==> config.mk <==
export PLATFORM = sky130hd
export DESIGN_NAME = hspo_top
export DESIGN_NICKNAME = d
export VERILOG_FILES = /design/src/hw/hspo_pkg.sv /design/src/hw/hspo_acc_if.sv /design/src/hw/hspo_top.sv /design/src/hw/hspo_sync2.sv
export SDC_FILE = /design/constraint.sdc
export NUM_CORES = 2
export LEC_CHECK = 0
export ABC_AREA = 1
export BUFFER_PORTS_ARGS = -buffer_cell sky130_fd_sc_hd__clkbuf_2
export CAP_MARGIN = 10
export CORE_MARGIN = 1.5
export CORE_UTILIZATION = 37
export CTS_CLUSTER_DIAMETER = 30
export DETAILED_ROUTE_END_ITERATION = 12
export GPL_TIMING_DRIVEN = 0
export PLACE_DENSITY = 0.62
export REMOVE_ABC_BUFFERS = 1
export SYNTH_ARGS = -nofsm -noshare
export SYNTH_HDL_FRONTEND = slang
export SYNTH_SLANG_ARGS = --single-unit
==> constraint.sdc <==
create_clock -name clk -period 2.75 [get_ports clk]
set_input_delay 0 -clock clk [delete_from_list [all_inputs] [get_ports clk]]
set_output_delay 0 -clock clk [all_outputs]
set_load 0.01 [all_outputs]
==> src/hw/hspo_pkg.sv <==
package hspo_pkg;
	// Bus and address widths of the processor port.
	localparam int DATA_W = 16;
	localparam int ADDR_W = 7;
	localparam int LOC_N = 128;
	// Output bus geometry: four 20-bit buses, eight 10-bit tester groups.
	localparam int BUS_W = 20;
	localparam int BUS_N = 4;
	localparam int OUT_W = 80;
	localparam int GRP_W = 10;
	localparam int GRP_N = 8;
	// Strobe scheme codes; low is the default because the pin is pulled low.
	localparam logic STROBE_SEPARATE = 1'b0;
	localparam logic STROBE_COMMON = 1'b1;
	// Reset value of every register location.
	localparam logic [15:0] LOC_RESET = 16'h0000;
	// Sign bit position of a 20-bit sample, flipped for offset binary.
	localparam int SIGN_BIT = 19;
	// Normal mode enable codes, one bit per 20-bit bus (I in, Q in, I out, Q out).
	localparam logic [3:0] NORM_EN_00 = 4'h0;
	localparam logic [3:0] NORM_EN_01 = 4'h3;
	localparam logic [3:0] NORM_EN_10 = 4'hc;
	localparam logic [3:0] NORM_EN_11 = 4'hf;
	// Tester mode enable codes, one bit per 10-bit group.
	localparam logic [7:0] TEST_EN_00 = 8'h00;
	localparam logic [7:0] TEST_EN_01 = 8'h0f;
	localparam logic [7:0] TEST_EN_10 = 8'hf0;
	localparam logic [7:0] TEST_EN_11 = 8'hff;
endpackage : hspo_pkg

==> src/hw/hspo_acc_if.sv <==
`timescale 1ns/10ps
interface hspo_acc_if;
	logic wr_pulse;
	logic rd_active;
	logic [6:0] addr;
	logic [15:0] wdata;
	modport decoder (output wr_pulse, output rd_active, output addr, output wdata);
	modport store (input wr_pulse, input rd_active, input addr, input wdata);
endinterface : hspo_acc_if

==> src/hw/hspo_top.sv <==
// Operation
// - Mode pin picks separate or common strobes.
// - Unconnected mode pin means separate strobes.
// - Separate mode: write on strobe rise, select low.
// - Common mode: data strobe rise writes if low.
// - Common mode: read drives bus while select high.
// - Separate mode: read strobe low drives bus.
// - Common mode: read input is read/write select.
// - Format pin picks offset binary or two's complement.
// - Tester pin: code enables eight ten-bit groups.
// - Normal: code enables twenty-bit cascade buses.
// - Accesses honoured only while chip select low.
`timescale 1ns/10ps
module hspo_top (
	input wire logic clk, // 10 MHz system clock.
	input wire logic reset_n, // Synchronous reset, active low.
	input wire logic strobe_scheme_select, // Strobe scheme, low separate.
	input wire logic chip_sel_n, // Chip select, active low.
	input wire logic read_n, // Read strobe or read/write select.
	input wire logic write_n, // Write strobe or data strobe.
	input wire logic [6:0] addr, // Location address.
	input wire logic [15:0] data_in, // Data bus input side.
	output logic [15:0] data_out, // Data bus output side.
	output logic data_oe, // Data bus drive enable.
	input wire logic output_format_select, // High selects offset binary.
	input wire logic tester_group_tristate, // High selects tester grouping.
	input wire logic [1:0] output_drive_enable_code, // Output enable code.
	input wire logic [79:0] sample_in, // Four 20-bit samples, two's complement.
	output logic [79:0] sample_out, // Formatted output samples.
	output logic [79:0] sample_oe // Per-bit output drive enable.
);
	logic mode_s;
	logic cs_n_s;
	logic rd_n_s;
	logic wr_n_s;
	logic [6:0] addr_s;
	logic [15:0] data_s;
	logic fmt_s;
	logic tri_s;
	logic [1:0] oen_s;
	logic wr_n_d_reg;
	logic [3:0] bus_en;
	logic [7:0] grp_en;
	logic [79:0] oe_next;
	logic [79:0] fmt_next;
	logic [15:0] mem_reg [hspo_pkg::LOC_N];
	hspo_acc_if acc ();

	// All pins but clk, reset_n and sample_in are asynchronous to clk and pass two flip-flops first.
	// Strobes and select reset high, so no access or strobe edge is decoded after reset.
	hspo_sync2 #(.W(4), .INIT(4'h7)) u_sync_ctl (
		.clk(clk),
		.reset_n(reset_n),
		.d({strobe_scheme_select, chip_sel_n, read_n, write_n}),
		.q({mode_s, cs_n_s, rd_n_s, wr_n_s})
	);
	hspo_sync2 #(.W(23)) u_sync_bus (
		.clk(clk),
		.reset_n(reset_n),
		.d({addr, data_in}),
		.q({addr_s, data_s})
	);
	hspo_sync2 #(.W(4)) u_sync_out (
		.clk(clk),
		.reset_n(reset_n),
		.d({output_format_select, tester_group_tristate, output_drive_enable_code}),
		.q({fmt_s, tri_s, oen_s})
	);

	// Delayed write/data strobe for rising edge detection.
	always_ff @(posedge clk) begin
		if (!reset_n) begin
			wr_n_d_reg <= 1'b1;
		end else begin
			wr_n_d_reg <= wr_n_s;
		end
	end

	// Strobe decoding for both schemes.
	always_comb begin
		acc.addr = addr_s;
		acc.wdata = data_s;
		acc.wr_pulse = 1'b0;
		acc.rd_active = 1'b0;
		if (!cs_n_s) begin
			if (mode_s == hspo_pkg::STROBE_SEPARATE) begin
				acc.wr_pulse = wr_n_s && !wr_n_d_reg;
				acc.rd_active = !rd_n_s;
			end else begin
				acc.wr_pulse = wr_n_s && !wr_n_d_reg && !rd_n_s;
				acc.rd_active = rd_n_s;
			end
		end
	end

	// Register locations captured on a decoded write.
	always_ff @(posedge clk) begin
		if (!reset_n) begin
			for (int i = 0; i < hspo_pkg::LOC_N; i++) begin
				mem_reg[i] <= hspo_pkg::LOC_RESET;
			end
		end else if (acc.wr_pulse) begin
			mem_reg[acc.addr] <= acc.wdata;
		end
	end

	// Read data and drive enable, released when no read is active.
	always_ff @(posedge clk) begin
		if (!reset_n) begin
			data_out <= hspo_pkg::LOC_RESET;
			data_oe <= 1'b0;
		end else begin
			data_out <= mem_reg[acc.addr];
			data_oe <= acc.rd_active;
		end
	end

	// Enable code decode for both grouping schemes.
	always_comb begin
		bus_en = hspo_pkg::NORM_EN_00;
		grp_en = hspo_pkg::TEST_EN_00;
		unique case (oen_s)
			2'h0: begin
				bus_en = hspo_pkg::NORM_EN_00;
				grp_en = hspo_pkg::TEST_EN_00;
			end
			2'h1: begin
				bus_en = hspo_pkg::NORM_EN_01;
				grp_en = hspo_pkg::TEST_EN_01;
			end
			2'h2: begin
				bus_en = hspo_pkg::NORM_EN_10;
				grp_en = hspo_pkg::TEST_EN_10;
			end
			2'h3: begin
				bus_en = hspo_pkg::NORM_EN_11;
				grp_en = hspo_pkg::TEST_EN_11;
			end
		endcase
	end

	// Expand enables to bits and apply the output format per sample.
	always_comb begin
		oe_next = '0;
		fmt_next = sample_in;
		for (int b = 0; b < hspo_pkg::BUS_N; b++) begin
			if (!tri_s) begin
				oe_next[b*hspo_pkg::BUS_W +: hspo_pkg::BUS_W] = {hspo_pkg::BUS_W{bus_en[b]}};
			end
			fmt_next[b*hspo_pkg::BUS_W + hspo_pkg::SIGN_BIT] =
				sample_in[b*hspo_pkg::BUS_W + hspo_pkg::SIGN_BIT] ^ fmt_s;
		end
		if (tri_s) begin
			for (int g = 0; g < hspo_pkg::GRP_N; g++) begin
				oe_next[g*hspo_pkg::GRP_W +: hspo_pkg::GRP_W] = {hspo_pkg::GRP_W{grp_en[g]}};
			end
		end
	end

	// Registered sample outputs and drive enables.
	always_ff @(posedge clk) begin
		if (!reset_n) begin
			sample_out <= '0;
			sample_oe <= '0;
		end else begin
			sample_out <= fmt_next;
			sample_oe <= oe_next;
		end
	end
endmodule : hspo_top

==> src/hw/hspo_sync2.sv <==
`timescale 1ns/10ps
module hspo_sync2 #(
	parameter int W = 1,
	parameter logic [W-1:0] INIT = '0 // Reset level, matching the idle level of the pins.
) (
	input wire logic clk, // System clock.
	input wire logic reset_n, // Synchronous reset, active low.
	input wire logic [W-1:0] d, // Asynchronous input.
	output logic [W-1:0] q // Synchronised output.
);
	logic [W-1:0] meta_reg;

	// Two flip-flops; only the second stage is read outside.
	// Both stages reset to the idle level, so no false edge follows reset.
	always_ff @(posedge clk) begin
		if (!reset_n) begin
			meta_reg <= INIT;
			q <= INIT;
		end else begin
			meta_reg <= d;
			q <= meta_reg;
		end
	end
endmodule : hspo_sync2

After elaboration in Yosys (flattened, before gate mapping)
Memory sizes are Yosys's and may differ from the RTL's. A register that Yosys moved wholly into a read port is not among the register bits. Cells that the tools add are included.

Bits of input ports: 113. Memory bits (writable): 2048. Word-level logic and storage cells: 40. Memories kept: 1. Register bits: 224.

Muxes and demuxes: 13. Reduce and logical (&&, ||, !) cells: 8. Eq/ne operators: 3. Bitwise logic cells: 5.

Memory list: mem_reg (depth 128, bits a word 16, rd ports 1, clocked after Yosys merged registers in 1, write ports 128, line hspo_top.sv:46) `logic [15:0] mem_reg [hspo_pkg::LOC_N];`.

Operators by type and width (number): $mux W80 (1); $pmux W8 S4 (1); $mux W16 (1); $pmux W4 S4 (1); $reduce_or A16 Y1 (1); $mux W1 (8); $mux W7 (1); $eq A2 B2 Y1 const B (2); $xor A1 B1 Y1 (4); $logic_not A1 Y1 (3); $eq A2 B1 Y1 const B (1); $logic_and A1 B1 Y1 (2); $logic_not A2 Y1 (1); $reduce_or A2 Y1 (1); $not A1 Y1 (1).

Logic depth before layout (Yosys ltp)
Depth after elaboration: 10. Gate-level depth with buffers: 16. Depth with buffers taken out: 12.

Hierarchy
From an unflattened synthesis, not the netlist that was laid out.

Cell total of the unflattened synthesis: 11928. Area, all modules: 103573.1 um^2.

Modules (own cells, without submodules): hspo_top (area each 101803.9 um^2, cells an instance 11735, sequential area each 63500.9 um^2, times used 1); hspo_sync2 (u_sync_bus) (area each 1318.8 um^2, cells an instance 143, sequential area each 920.9 um^2, times used 1); hspo_sync2 (u_sync_ctl ...) (area each 225.2 um^2, cells an instance 25, sequential area each 160.2 um^2, times used 2).

Least setup slack after synthesis
No wires, ideal clock.

Kind: register to register. Start point: register u_sync_bus.q[17]. End point: memory mem_reg[38][0], enable pin. Path buffers: 4. Arrival: 2.150 ns. Setup time: 0.372 ns. Stages on the path, launching flop included: 9. Data required time: 2.378 ns. Slack: 0.228 ns. Clock period less this slack: 2.522 ns. Cell sequence: dfxtp_1 buf_4 nand2_1 buf_2 nor3_2 buf_2 nand2_1 clkbuf_1 nand2_1.

RTL lines: from (decl) (line hspo_sync2.sv:9) `output logic [W-1:0] q`; from (signal assigned) (line hspo_sync2.sv:21) `q <= meta_reg;`; to (decl) (line hspo_top.sv:46).

==> metrics <==
status finished with violations; failing checks hold timing, slew limit, setup timing; drt pass-1 iters 6; crit path from u_sync_bus.q[16]; CP Class reg -> reg; post-synthesis sequential area ratio 62.61%; Max Buffers Root-to-Sink 4; Multi-input gate area 0.03156 mm2; crit path buf inv count 8; reg2reg start u_sync_bus.q[16]; worst-skew pair later-pin latency 0.93 ns; cts bufs inserted 447; Syn-to-layout area delta 28.81%; Setup WS pre-CTS -3.168 ns; Worst Setup End Kind register; fill count 24880; Starting Density 37.28%; largest cells by area after synthesis edfxtp_1 60%, nor2_1 11%, nand2_1 10%; critical path's top delay family simple AND/OR/NAND/NOR gates; Layout Nets 12490; Reg-to-Reg End data_out[14]; Largest register FFs 2048; CTS tree built; Final min period 3.041 ns; vias per inst 4.903; Yosys reg bits 2208; Synth area leader edfxtp_1; largest family of logic cells by synthesized area simple AND/OR/NAND/NOR gates; fmax 0.3288 GHz; Worst-path clk slew 0.05 ns; HP Class in -> reg; post-synthesis mux area share 0%; I/O Buffers 288; most frequent cells in the layout 2731 x nor2_1, 2470 x nand2_1, 2048 x edfxtp_1, 1883 x inv_1, 877 x nand3_1; Max Slew Vio Count 34; Detailed Place HPWL 166.8 mm; Final Cycle Share 110.6%; Mapped Area 0.1033 mm2; Slew HR -8.309%; Cells after Synth 11910; Fin. Hold Viols 93; WL final 328.7 mm; hold slack -0.2349 ns; syn_area_per_cell 8.674 um2; WP data arrival 3.81 ns; most frequent CP cell buf_16; CTS Root Cell clkbuf_16; vias 80710; non-filler cells, final 16460; fin worst setup slack -0.2910 ns; compound-gate portion of the synthesized area 0.2397%; GP Congestion 0.8558; Crit path largest cell delay 0.37 ns; Cell Rows 193; setup_tns -85.11 ns; leakage 57.24 nW; R2R setup slack -0.29 ns; grt total ovfl 0; yosys warns 0; Tightest Pin Transition 1.625 ns; die area 0.2825 mm2; peak supply drop 0.0005421 V; clk_skew 0.08875 ns; Setup Viol. Count Final 992; Worst Reg-to-Reg Cells 19; Synth Area in Adders 0%; clk sinks 2208; DRC Markers 0; Hold-fix buffers, CTS 254; leading cell type in the layout, fill and taps excluded nor2_1; RSZ-0062 raised after global routing yes; GRT Util Overall 21.69%; post-placement cell count 15160; WP data required 3.52 ns; Synth cell types 19; crit path launch type register; n_diodes 0; post-synthesis xor/xnor area fraction 0.03390%; # H-tree levels 5; CP max stage cell dfxtp_4; first-pass GRT wire length 465.1 mm; initial antenna violation count 2; register area 0.06471 mm2; Initial DRC Count 8719; Core Box Area 0.2772 mm2; boundary pin count 290; Final ANT Viol Nets 0; Post-Synth Simple-Gate Area 26.74%; Worst path depth 19; max_cap viols 0; share of post-route cells with drive strength above 1 16.78%; Die Wd 531.5 um; Critical Path, Cell by Cell buf_16 -> buf_16 -> buf_16 -> clkinv_16 -> buf_16 -> buf_12 -> buf_12 -> buf_16 -> nand2_1 -> nand3_2 -> nand2_1 -> nor2_2 -> nor2_1 -> nor2_2 -> nand2_1 -> nand2_2 -> nand2_4 -> nor2_4 -> nor2_1; share of the synthesized area in the top cell type 59.51%; vias in the first global route 75090; Die Ht 531.5 um; PD cells 739.2 mW/mm2; DR WL/cell 19.97 um; largest net degree at the start of global routing 110; worst setup path endpoint data_out[14]; CP Max Fanout 9
worst register-to-register path: stages, from the launching register on:
cell,delay [ns]
dfxtp_4,0.37
buf_16,0.16
buf_16,0.15
buf_16,0.15
clkinv_16,0.11
buf_16,0.18
buf_12,0.18
buf_12,0.16
buf_16,0.15
nand2_1,0.07
nand3_2,0.08
nand2_1,0.07
nor2_2,0.10
nor2_1,0.06
nor2_2,0.33
nand2_1,0.14
nand2_2,0.10
nand2_4,0.12
nor2_4,0.18
nor2_1,0.05
synth_stat cells, drive strengths merged:
library cell,number
nand3,929
o21ai,48
buf,232
or2,167
nor4,6
nor3,2
clkbuf,611
dfxtp,160
xnor2,4
nand2,2861
nor2,2939
a21boi,1
edfxtp,2048
inv,1905
how the worst min path moves through the flow:
stage,from,endpoint,slack [ns],cells past startpoint
3_3_place_gp,sample_in[48],sample_out[48],0.18,3
4_1_cts,reset_n,mem_reg[117][7],0.02,2
6_report,reset_n,mem_reg[115][1],-0.23,2
5_1_grt,reset_n,mem_reg[115][1],-0.19,2
3_5_place_dp,sample_in[52],sample_out[52],0.18,3
2_1_floorplan,reset_n,wr_n_d_reg,0.07,1
routing by layer:
| metal | track usage, % | wire length [um] | up-vias |
|---|---|---|---|
| li1 | - | - | 37640 |
| met1 | 28.48 | 127600 | 38270 |
| met2 | 34.65 | 153500 | 4112 |
| met3 | 3.993 | 33560 | 685 |
| met4 | 10.18 | 14020 | 0 |
| met5 | 0 | 0 | - |
where the power goes:
| part | internal (mW) | leakage, nW | total (mW) | switching (mW) |
|---|---|---|---|---|
| clock | 35.4 | 7.22 | 53.4 | 18.0 |
| combinational | 2.13 | 28.0 | 6.68 | 4.56 |
| sequential | 38.0 | 22.0 | 38.3 | 0.345 |
metrics by stage:
stage / util [%] / area, um2 / total power [mW] / hold WS, ns
2_1_floorplan: - / 99760 / 42.52 / 0.06872
3_3_place_gp: 38.18 / 105800 / 45.37 / 0.1809
3_5_place_dp: 39.05 / 108200 / 44.07 / 0.1834
4_1_cts: 46.94 / 130100 / 98.02 / 0.02317
5_1_grt: 48.02 / 133100 / 100.9 / -0.1935
6_report: 48.02 / 133100 / 98.39 / -0.2349
logic make-up after synthesis:
logic type,after synthesis
compound gates,49
xor+xnor,4
buf+inv,2748
flops,2208
simple gates,6904
area by class of cell:
cell class              count  area share, %
inverters                1905          5.499
repair inverters            1       0.006580
multi-input cells        6970          23.71
clock inverters           296          2.365
clock buffers             528          8.846
repair buffers            848          7.476
well taps                3705          3.483
flip-flops and latches   2208          48.62
repair_timing:
item | 4_1_cts | 5_1_grt
endpoints found under the setup margin | 4068 | 2174
setup buffers | 68 | 51
endpoints found under the hold margin | 126 | 81
gates cloned | 55 | 52
pin swaps | 50 | 173
gates resized for setup | 630 | 408
Note: power is estimated with default switching activity, not from simulation.
